===== config.mk =====
export PLATFORM = sky130hd
export DESIGN_NAME = plc_top
export DESIGN_NICKNAME = d
export VERILOG_FILES = /design/src/logic/plc_pkg.sv /design/src/logic/plc_div2.sv /design/src/logic/plc_top.sv
export SDC_FILE = /design/constraint.sdc
export NUM_CORES = 1
export LEC_CHECK = 0
export BUFFER_PORTS_ARGS = -buffer_cell sky130_fd_sc_hd__buf_2
export CAP_MARGIN = 20
export CORE_MARGIN = 4
export CORE_UTILIZATION = 30
export CTS_CLUSTER_SIZE = 8
export DETAILED_ROUTE_END_ITERATION = 8
export PLACE_DENSITY_LB_ADDON = 0.05
export SLEW_MARGIN = 20
export SYNTH_ARGS = -nofsm -noshare
export SYNTH_HDL_FRONTEND = slang
export SYNTH_SLANG_ARGS = --single-unit

===== constraint.sdc =====
create_clock -name core_clk -period 2 [get_ports core_clk]
set_input_delay 0.4 -clock core_clk [delete_from_list [all_inputs] [get_ports core_clk]]
set_output_delay 0.4 -clock core_clk [all_outputs]
set_load 0.1 [all_outputs]

===== src/logic/plc_pkg.sv =====
// Package for the clock generator register and control block.
// Assumes an AXI4-Lite slave at 32-bit data and one core clock.
// How it works
// Range multiplier writes are dropped while the loop is on.
// A zero range multiplier turns the loop off and clears base select.
// Range multiplier resets to 0x40, a range multiply of sixty-four.
// Base select cannot be set while the range multiplier is zero.
// Reference divider writes are dropped while the loop is on.
// A divider value of zero divides exactly like a value of one.
// Reference divider resets to one.
// With auto bandwidth on, lock changes raise the irq when enabled.
// With auto bandwidth on, the irq flag sets on every lock change regardless of the enable.
// With auto bandwidth off the irq is blocked and the flag reads zero.
// Base select may be set while lock is low.
// Software reads lock after an irq to learn gain or loss.
// Wait mode changes nothing in this block.
// Stop with oscillator halt turns everything off, outputs held low.
// Stop clears base select; after recovery it stays clear.
// Stop with oscillator running shuts the loop off only.
// In break with clear enable set, cleared flags stay cleared.
// In break with clear enable zero, control accesses keep the flag.
// Outside protected break, reading the control register clears the flag.
// Base select needs loop on; loop on cannot clear while base select set.
// Base select low routes oscillator/2, high routes divided VCO/2.
// Upper divider bits read zero and ignore writes.
package plc_pkg;
  localparam logic [7:0] PLC_OFF_CTRL  = 8'h00;
  localparam logic [7:0] PLC_OFF_BW    = 8'h04;
  localparam logic [7:0] PLC_OFF_RANGE = 8'h08;
  localparam logic [7:0] PLC_OFF_RDIV  = 8'h0C;
  localparam logic [7:0] PLC_OFF_SYS   = 8'h10;
  localparam logic [7:0] PLC_RANGE_RST = 8'h40;
  localparam logic [3:0] PLC_RDIV_RST  = 4'h1;
  // Control register fields
  localparam int PLC_CTRL_IE   = 7;
  localparam int PLC_CTRL_F    = 6;
  localparam int PLC_CTRL_ON   = 5;
  localparam int PLC_CTRL_BCS  = 4;
  // Bandwidth register fields
  localparam int PLC_BW_AUTO   = 7;
  localparam int PLC_BW_LOCK   = 6;
  // System register fields
  localparam int PLC_SYS_BREAK_CLEAR_ENABLE_BIT  = 0;
  localparam int PLC_SYS_XRUN  = 1;
  localparam int PLC_SYS_STOP  = 2;
  localparam int PLC_SYS_BRK   = 3;
  localparam int PLC_SYS_WAIT  = 4;
  localparam logic [1:0] PLC_RESP_OK  = 2'b00;
  localparam logic [1:0] PLC_RESP_ERR = 2'b10;
  typedef struct packed {
    logic        pll_enable;
    logic        osc_enable;
    logic        sel_vco;
    logic        hold_low;
    logic [7:0]  range;
    logic [3:0]  ref_div;
  } plc_ctl_t;
endpackage


===== src/logic/plc_div2.sv =====
// Divide-by-two toggle driven by a one-cycle source enable.
// Assumes the enable comes from logic on core_clk.
`timescale 1ns/1ps
`default_nettype none
module plc_div2 import plc_pkg::*;
(
  input  wire logic core_clk,
  input  wire logic resetn,
  input  wire logic tick,
  input  wire logic hold_low,
  output var  logic half_r
);
  always_ff @(posedge core_clk or negedge resetn)
  begin
    if (!resetn)
      half_r <= 1'b0;
    else if (hold_low)
      half_r <= 1'b0;
    else if (tick)
      half_r <= ~half_r;
  end
endmodule
`default_nettype wire


===== src/logic/plc_top.sv =====
// Register and control logic of the clock generator.
// Assumes pins (lock, osc/vco ticks) come from other domains.
//
// Local design decisions: register access over AXI4-Lite and the register addresses.
`timescale 1ns/1ps
`default_nettype none
module plc_top import plc_pkg::*;
(
  input  wire logic        core_clk,
  input  wire logic        resetn,
  input  wire logic        s_axi_awvalid,
  output var  logic        s_axi_awready,
  input  wire logic [7:0]  s_axi_awaddr,
  input  wire logic        s_axi_wvalid,
  output var  logic        s_axi_wready,
  input  wire logic [31:0] s_axi_wdata,
  input  wire logic [3:0]  s_axi_wstrb,
  output var  logic        s_axi_bvalid,
  input  wire logic        s_axi_bready,
  output var  logic [1:0]  s_axi_bresp,
  input  wire logic        s_axi_arvalid,
  output var  logic        s_axi_arready,
  input  wire logic [7:0]  s_axi_araddr,
  output var  logic        s_axi_rvalid,
  input  wire logic        s_axi_rready,
  output var  logic [31:0] s_axi_rdata,
  output var  logic [1:0]  s_axi_rresp,
  input  wire logic        lock_in,
  input  wire logic        osc_tick_in,
  input  wire logic        vco_tick_in,
  output var  logic        base_clock_out,
  output var  logic        pll_irq_out,
  output var  logic        vco_clock,
  output var  logic        divided_vco_clock,
  output var  logic        pll_enable_r,
  output var  logic        osc_enable_r,
  output var  logic [7:0]  range_out_r,
  output var  logic [3:0]  ref_div_out_r
);
  ////////////////////////////////////////////////////////////////////////
  // Pin synchronisers
  logic [1:0] lock_s, osct_s, vcot_s;
  logic       lock_q, osct_q, vcot_q;
  always_ff @(posedge core_clk or negedge resetn)
  begin
    if (!resetn)
    begin
      lock_s <= 2'b00;
      osct_s <= 2'b00;
      vcot_s <= 2'b00;
      lock_q <= 1'b0;
      osct_q <= 1'b0;
      vcot_q <= 1'b0;
    end
    else
    begin
      lock_s <= {lock_s[0], lock_in};
      osct_s <= {osct_s[0], osc_tick_in};
      vcot_s <= {vcot_s[0], vco_tick_in};
      lock_q <= lock_s[1];
      osct_q <= osct_s[1];
      vcot_q <= vcot_s[1];
    end
  end
  // Edge detect only on second stage and its delayed copy
  // Reading the first stage anywhere would let metastability into logic
  wire logic lock_chg = lock_s[1] ^ lock_q;
  wire logic osc_edge = osct_s[1] & ~osct_q;
  wire logic vco_edge = vcot_s[1] & ~vcot_q;

  ////////////////////////////////////////////////////////////////////////
  // Registers
  logic       pll_irq_enable_bit_r, pll_irq_flag_r, pll_on_bit_r, base_clock_select_bit_r;
  logic       auto_r, break_clear_enable_bit_r, osc_run_in_stop_bit_r;
  logic       stop_r, break_r, wait_r;
  logic [7:0] vco_range_field_r;
  logic [3:0] ref_div_field_r;

  ////////////////////////////////////////////////////////////////////////
  // AXI4-Lite slave: takes address and data in either order
  logic        aw_have, w_have;
  logic [7:0]  aw_addr;
  logic [31:0] w_data;
  logic [3:0]  w_strb;
  wire  logic  wr_go = aw_have & w_have & ~s_axi_bvalid;
  always_ff @(posedge core_clk or negedge resetn)
  begin
    if (!resetn)
    begin
      aw_have <= 1'b0;
      w_have  <= 1'b0;
      aw_addr <= 8'h00;
      w_data  <= 32'h0000_0000;
      w_strb  <= 4'h0;
    end
    else
    begin
      if (s_axi_awvalid & s_axi_awready)
      begin
        aw_have <= 1'b1;
        aw_addr <= s_axi_awaddr;
      end
      else if (wr_go)
        aw_have <= 1'b0;
      if (s_axi_wvalid & s_axi_wready)
      begin
        w_have <= 1'b1;
        w_data <= s_axi_wdata;
        w_strb <= s_axi_wstrb;
      end
      else if (wr_go)
        w_have <= 1'b0;
    end
  end
  always_ff @(posedge core_clk or negedge resetn)
  begin
    if (!resetn)
    begin
      s_axi_awready <= 1'b0;
      s_axi_wready  <= 1'b0;
    end
    else
    begin
      s_axi_awready <= ~aw_have & ~(s_axi_awvalid & s_axi_awready) & ~wr_go;
      s_axi_wready  <= ~w_have & ~(s_axi_wvalid & s_axi_wready) & ~wr_go;
    end
  end
  function automatic logic known(input logic [7:0] a);
    known = (a == PLC_OFF_CTRL) || (a == PLC_OFF_BW) || (a == PLC_OFF_RANGE) ||
            (a == PLC_OFF_RDIV) || (a == PLC_OFF_SYS);
  endfunction
  always_ff @(posedge core_clk or negedge resetn)
  begin
    if (!resetn)
    begin
      s_axi_bvalid <= 1'b0;
      s_axi_bresp  <= PLC_RESP_OK;
    end
    else if (wr_go)
    begin
      s_axi_bvalid <= 1'b1;
      s_axi_bresp  <= known(aw_addr) ? PLC_RESP_OK : PLC_RESP_ERR;
    end
    else if (s_axi_bready)
      s_axi_bvalid <= 1'b0;
  end
  wire logic we_lo = wr_go & w_strb[0];
  wire logic wr_ctrl  = we_lo & (aw_addr == PLC_OFF_CTRL);
  wire logic wr_bw    = we_lo & (aw_addr == PLC_OFF_BW);
  wire logic wr_range = we_lo & (aw_addr == PLC_OFF_RANGE);
  wire logic wr_rdiv  = we_lo & (aw_addr == PLC_OFF_RDIV);
  wire logic wr_sys   = we_lo & (aw_addr == PLC_OFF_SYS);

  // Read channel
  wire logic rd_go = s_axi_arvalid & s_axi_arready;
  logic [31:0] rd_mux;
  always_comb
  begin
    rd_mux = 32'h0000_0000;
    case (s_axi_araddr)
      PLC_OFF_CTRL:  rd_mux[7:0] = {pll_irq_enable_bit_r & auto_r, pll_irq_flag_r & auto_r,
                                    pll_on_bit_r, base_clock_select_bit_r, 4'h0};
      PLC_OFF_BW:    rd_mux[7:0] = {auto_r, lock_s[1] & auto_r, 6'h00};
      PLC_OFF_RANGE: rd_mux[7:0] = vco_range_field_r;
      PLC_OFF_RDIV:  rd_mux[7:0] = {4'h0, ref_div_field_r};
      PLC_OFF_SYS:   rd_mux[7:0] = {3'h0, wait_r, break_r, stop_r, osc_run_in_stop_bit_r,
                                    break_clear_enable_bit_r};
      default:       rd_mux = 32'h0000_0000;
    endcase
  end
  always_ff @(posedge core_clk or negedge resetn)
  begin
    if (!resetn)
    begin
      s_axi_arready <= 1'b1;
      s_axi_rvalid  <= 1'b0;
      s_axi_rdata   <= 32'h0000_0000;
      s_axi_rresp   <= PLC_RESP_OK;
    end
    else if (rd_go)
    begin
      s_axi_arready <= 1'b0;
      s_axi_rvalid  <= 1'b1;
      s_axi_rdata   <= rd_mux;
      s_axi_rresp   <= known(s_axi_araddr) ? PLC_RESP_OK : PLC_RESP_ERR;
    end
    else if (s_axi_rvalid & s_axi_rready)
    begin
      s_axi_rvalid  <= 1'b0;
      s_axi_arready <= 1'b1;
    end
  end
  wire logic rd_ctrl = rd_go & (s_axi_araddr == PLC_OFF_CTRL);

  ////////////////////////////////////////////////////////////////////////
  // System state bits (stop, break, wait) are software visible stand-ins
  // for the mode signals of the integration module.
  logic stop_d;
  always_ff @(posedge core_clk or negedge resetn)
  begin
    if (!resetn)
    begin
      break_clear_enable_bit_r <= 1'b0;
      osc_run_in_stop_bit_r    <= 1'b0;
      stop_r                   <= 1'b0;
      break_r                  <= 1'b0;
      wait_r                   <= 1'b0;
      stop_d                   <= 1'b0;
    end
    else
    begin
      stop_d <= stop_r;
      if (wr_sys)
      begin
        break_clear_enable_bit_r <= w_data[PLC_SYS_BREAK_CLEAR_ENABLE_BIT];
        osc_run_in_stop_bit_r    <= w_data[PLC_SYS_XRUN];
        stop_r                   <= w_data[PLC_SYS_STOP];
        break_r                  <= w_data[PLC_SYS_BRK];
        wait_r                   <= w_data[PLC_SYS_WAIT];
      end
    end
  end
  // Stop clears base select on entry only; a later write may set it again
  wire logic stop_enter = stop_r & ~stop_d;
  wire logic protect    = break_r & ~break_clear_enable_bit_r;

  ////////////////////////////////////////////////////////////////////////
  // Control register
  wire logic on_nxt_raw  = w_data[PLC_CTRL_ON];
  wire logic bcs_nxt_raw = w_data[PLC_CTRL_BCS];
  always_ff @(posedge core_clk or negedge resetn)
  begin
    if (!resetn)
    begin
      pll_irq_enable_bit_r    <= 1'b0;
      pll_on_bit_r            <= 1'b1;
      base_clock_select_bit_r <= 1'b0;
    end
    else if (vco_range_field_r == 8'h00)
    begin
      pll_on_bit_r            <= 1'b0;
      base_clock_select_bit_r <= 1'b0;
    end
    else if (stop_enter)
      base_clock_select_bit_r <= 1'b0;
    else if (wr_ctrl)
    begin
      if (auto_r)
        pll_irq_enable_bit_r <= w_data[PLC_CTRL_IE];
      // Loop can only go off while base select is clear and not being set,
      // so one write never leaves the VCO on the output with the loop off
      if (on_nxt_raw | (~base_clock_select_bit_r & ~bcs_nxt_raw))
        pll_on_bit_r <= on_nxt_raw;
      // Lock is not consulted here on purpose
      if (~bcs_nxt_raw | pll_on_bit_r)
        base_clock_select_bit_r <= bcs_nxt_raw;
    end
  end
  // Irq flag: set beats clear; protected break holds it
  // Writes never touch the flag; only a control read clears it
  always_ff @(posedge core_clk or negedge resetn)
  begin
    if (!resetn)
      pll_irq_flag_r <= 1'b0;
    else if (lock_chg & auto_r)
      pll_irq_flag_r <= 1'b1;
    else if (rd_ctrl & ~protect)
      pll_irq_flag_r <= 1'b0;
  end
  always_ff @(posedge core_clk or negedge resetn)
  begin
    if (!resetn)
      auto_r <= 1'b0;
    else if (wr_bw)
      auto_r <= w_data[PLC_BW_AUTO];
  end

  ////////////////////////////////////////////////////////////////////////
  // Range and divider registers
  // Refused writes still answer OKAY, so software sees no bus error
  always_ff @(posedge core_clk or negedge resetn)
  begin
    if (!resetn)
      vco_range_field_r <= PLC_RANGE_RST;
    else if (wr_range & ~pll_on_bit_r)
      vco_range_field_r <= w_data[7:0];
  end
  always_ff @(posedge core_clk or negedge resetn)
  begin
    if (!resetn)
      ref_div_field_r <= PLC_RDIV_RST;
    else if (wr_rdiv & ~pll_on_bit_r)
      ref_div_field_r <= w_data[3:0];
  end

  ////////////////////////////////////////////////////////////////////////
  // Outputs to the analog loop and system
  // The analog divider never sees zero; zero is presented as one
  wire logic halt_all = stop_r & ~osc_run_in_stop_bit_r;
  wire logic loop_run = pll_on_bit_r & ~stop_r;
  logic osc_half, vco_half;
  plc_div2 u_osc_half
  (
    .core_clk (core_clk),
    .resetn   (resetn),
    .tick     (osc_edge),
    .hold_low (halt_all),
    .half_r   (osc_half)
  );
  plc_div2 u_vco_half
  (
    .core_clk (core_clk),
    .resetn   (resetn),
    .tick     (vco_edge),
    .hold_low (~loop_run),
    .half_r   (vco_half)
  );
  always_ff @(posedge core_clk or negedge resetn)
  begin
    if (!resetn)
    begin
      base_clock_out    <= 1'b0;
      pll_irq_out       <= 1'b0;
      vco_clock         <= 1'b0;
      divided_vco_clock <= 1'b0;
      pll_enable_r      <= 1'b0;
      osc_enable_r      <= 1'b1;
      range_out_r       <= PLC_RANGE_RST;
      ref_div_out_r     <= PLC_RDIV_RST;
    end
    else
    begin
      base_clock_out    <= halt_all ? 1'b0 : (base_clock_select_bit_r ? vco_half : osc_half);
      pll_irq_out       <= ~halt_all & auto_r & pll_irq_enable_bit_r & pll_irq_flag_r;
      vco_clock         <= loop_run & vcot_q;
      divided_vco_clock <= loop_run & vcot_q;
      pll_enable_r      <= loop_run;
      osc_enable_r      <= ~halt_all;
      range_out_r       <= vco_range_field_r;
      ref_div_out_r     <= (ref_div_field_r == 4'h0) ? 4'h1 : ref_div_field_r;
    end
  end
endmodule
`default_nettype wire


==> impl_metrics.py <==
metrics = {
    "worst_setup_path": {
        "slowest_delay_ns": 0.41,
        "worst-path-max-fanout": 4,
        "critical_path_arrival_ns": 2.03,
        "start_kind": "register",
        "cp-end-kind": "register",
        "r2r_slack_ns": 0.19,
        "cp_top_family": "simple AND/OR/NAND/NOR gates",
        "path_cells": "or3_4 > nor4_4 > nand4_1 > buf_4 > mux2_2",
        "slowest_stage": "or3_4",
        "critical_path_buf_inv_count": 1,
        "crit_type": "register to register",
        "cp.required_ns": 2.22,
    },
    "clocking": {
        "clock_path_buffers": 2,
        "clock-sinks": 85,
        "cts_root_buf": "clkbuf_16",
        "cts.htree.levels": 3,
        "cts_buffers": 9,
        "cts_tree": "built",
        "clock_latency_ns": 0.34,
        "cts_resized": 0,
        "clkTransAtPathRegs_ns": 0.06,
    },
    "drt": {
        "ant_nets": 0,
        "dr_total_vias": 2156,
        "viasPerCell": 4.329,
        "wl_per_cell_um": 14.71,
        "drtPass1Iterations": 4,
        "drt_iter0_drc": 66,
        "wl_um": 7328,
        "drcViolationCount": 0,
    },
    "synthesis": {
        "synth.ff_latch_count": 85,
        "syn_avg_cell_area_um2": 12.90,
        "synth_flop_cell": "dfrtp_1",
        "yosysWarnings": 0,
        "synth_cell_type_count": 38,
        "synth_async_sr_flop_share": 1.000,
        "synthCells": 269,
        "syn_area_um2": 3471,
        "synth-edff-count": 0,
        "synth-seq-area-share": 0.6154,
    },
    "min_path": {
        "hp-class": "input pin to register",
    },
    "sta": {
        "setup_violations": 0,
        "fin_setup_tns_ns": 0,
        "period_share": 0.9058,
        "fin_crit_ns": 1.812,
        "whs_ns": 0.1700,
        "hold_viol_final": 0,
        "slew_viol_final": 0,
        "fin_ws_ns": 0.1885,
        "rsz0062_at_grt": "false",
        "finalClockSkew_ns": 0.009633,
        "fmax_mhz": 552.0,
    },
    "finish": {
        "fillCellCount": 1146,
        "drive_above_1_share": 0.4085,
        "antenna_cells": 0,
        "nets": 412,
        "areaGrowthSynthToFinish_pct": 21.74,
    },
    "global_routing": {
        "grt_max_degree": 36,
        "antenna_found_initial": 1,
        "met1_usage": 0.1589,
        "grt_pass1_vias": 2234,
        "grt_pass1_wl_um": 11740,
        "grt_util_met3": 0.04439,
        "met2_usage": 0.1663,
        "grt_overflow": 0,
        "grt-busiest-layer": "met2",
        "grt.total_usage": 0.1169,
    },
    "die": {
        "core_um2": 11370,
        "dieArea_um2": 13350,
        "die-height_um": 115.6,
        "rows": 39,
        "io_pins": 121,
        "die_x_um": 115.6,
        "initial_core_util": 0.3053,
    },
    "pwr": {
        "ir_drop_uv": 780.4,
        "p_per_area_nw_per_um2": 1316,
        "power.leakage_nw": 2.084,
        "finalPower_mw": 5.561,
    },
    "job": {
        "drv_cap": 0,
    },
    "place": {
        "pre_cts_ws_ns": 0.1621,
        "place_hpwl_um": 5459,
        "place.gp.congestion": 0.7054,
        "io_buffers": 67,
    },
    "run_status": {
        "status": "completed",
    },
}
-- placed cells by master (no fill, tap or decap), types with 2 or more instances in the layout --
cell type | synthesis | final
nor2b_1 | 6 | 6
nand2_1 | 21 | 21
and3_2 | 2 | 2
mux2_2 | 36 | 36
nor4_1 | 2 | 2
xnor2_1 | 2 | 2
nor2_1 | 7 | 7
mux2i_1 | 9 | 9
nor3_1 | 7 | 7
a21oi_1 | 4 | 4
clkbuf_16 | 0 | 9
inv_1 | 7 | 7
o21ai_0 | 16 | 16
clkinv_2 | 0 | 4
nand4_1 | 2 | 2
nand2b_1 | 2 | 2
nand3b_1 | 3 | 3
conb_1 | 1 | 26
buf_2 | 0 | 66
dfrtp_1 | 78 | 77
nand3_1 | 2 | 2
dfstp_2 | 7 | 7
buf_4 | 27 | 10
a22o_1 | 6 | 6
or2_2 | 2 | 2
-- what timing repair did --
action                    CTS  global route
buffers inserted            0             0
hold buffers                1             0
hold endpoints to repair   13             0
-- cells in the mapped netlist (2+ instances only) --
library cell   n  area share
nor2b_1        6       0.011
mux2_2        36        0.12
inv_1          7      0.0076
and3_2         2      0.0043
nand2_1       21       0.023
o21ai_0       16       0.023
dfstp_2        7       0.053
nand3b_1       3      0.0065
nand3_1        2      0.0029
a22o_1         6       0.015
nand4_1        2      0.0036
a21oi_1        4      0.0058
or2_2          2      0.0036
nor3_1         7       0.010
buf_4         27       0.058
nor4_1         2      0.0036
xnor2_1        2      0.0050
nor2_1         7      0.0076
nand2b_1       2      0.0036
clkbuf_1       5      0.0054
dfrtp_1       78        0.56
mux2i_1        9       0.026
-- metrics by stage --
step	instances	utilization	instance area, um2
floorplan	294	-	3566
global placement	481	0.3470	3945
detailed placement	481	0.3470	3945
CTS	498	0.3716	4225
global route	498	0.3716	4225
finish	498	0.3716	4225
-- state kept, by name (all words and copies together), names as in the netlist, 2 cells and up --
| register | cells |
|---|---|
| w_data | 8 |
| vcot_s | 2 |
| s_axi_rdata | 8 |
| ref_div_field_r | 4 |
| aw_addr | 8 |
| lock_s | 2 |
| range_out_r | 8 |
| vco_range_field_r | 8 |
| ref_div_out_r | 4 |
| osct_s | 2 |
-- metal layers --
| metal | up-vias | share of wire |
|---|---|---|
| met5 | - | 0.00096 |
| met4 | 2 | 0.016 |
| met3 | 12 | 0.081 |
| met2 | 69 | 0.43 |
| met1 | 1025 | 0.48 |
| li1 | 1048 | - |
-- area by class of cell --
type                    instances  area, um2  share of cell area
clock inverters                 5      27.53            0.006515
clock buffers                  11      242.7             0.05745
inverters                       7      26.28            0.006219
well taps                     143      178.9             0.04235
repair buffers                 78      435.4              0.1031
multi-input cells             169       1177              0.2787
flip-flops and latches         85       2137              0.5058
-- worst reg2reg max path, delay by kind of cell (launching register included) --
family	cells	cell delay [ns]
muxes	1	0.26
and+or+nand+nor	3	0.87
DFF	1	0.37
buffers and inverters	1	0.19
-- logic make-up (layout without fill, tap and decap cells) --
kind of cell | after synthesis | after routing | share of synthesized area
flip-flops | 85 | 85 | 0.6154
AND/OR/NAND/NOR | 64 | 64 | 0.1053
multiplexers | 45 | 45 | 0.1428
buffers and inverters | 40 | 101 | 0.07246
AO/OA/AOI/OAI | 31 | 31 | 0.05552
XOR/XNOR | 3 | 3 | 0.007572
other | 1 | 26 | 0.001080
-- where the power goes --
part,switching (mW),leakage (nW),internal (mW),total (mW)
sequential,0.291,1.08,2.09,2.38
clock,0.666,0.135,0.867,1.53
combinational,1.22,0.868,0.427,1.65
-- final timing paths --
path / to / start / cells after the start
hold / removal: osct_s[0]$_DFF_PN0_ / osc_tick_in / 1
setup reg to reg: ref_div_field_r[2]$_DFFE_PN0P_ / aw_addr[1]$_DFFE_PN0P_ / 5
setup / recovery: ref_div_field_r[2]$_DFFE_PN0P_ / aw_addr[1]$_DFFE_PN0P_ / 5
hold reg to reg: vcot_s[1]$_DFF_PN0_ / vcot_s[0]$_DFF_PN0_ / 0
min in group asynchronous: pll_irq_enable_bit_r$_DFFE_PN0P_ / resetn / 2
max in group asynchronous: ref_div_out_r[0]$_DFF_PN1_ / resetn / 3
(Power assumes the default switching activity.)
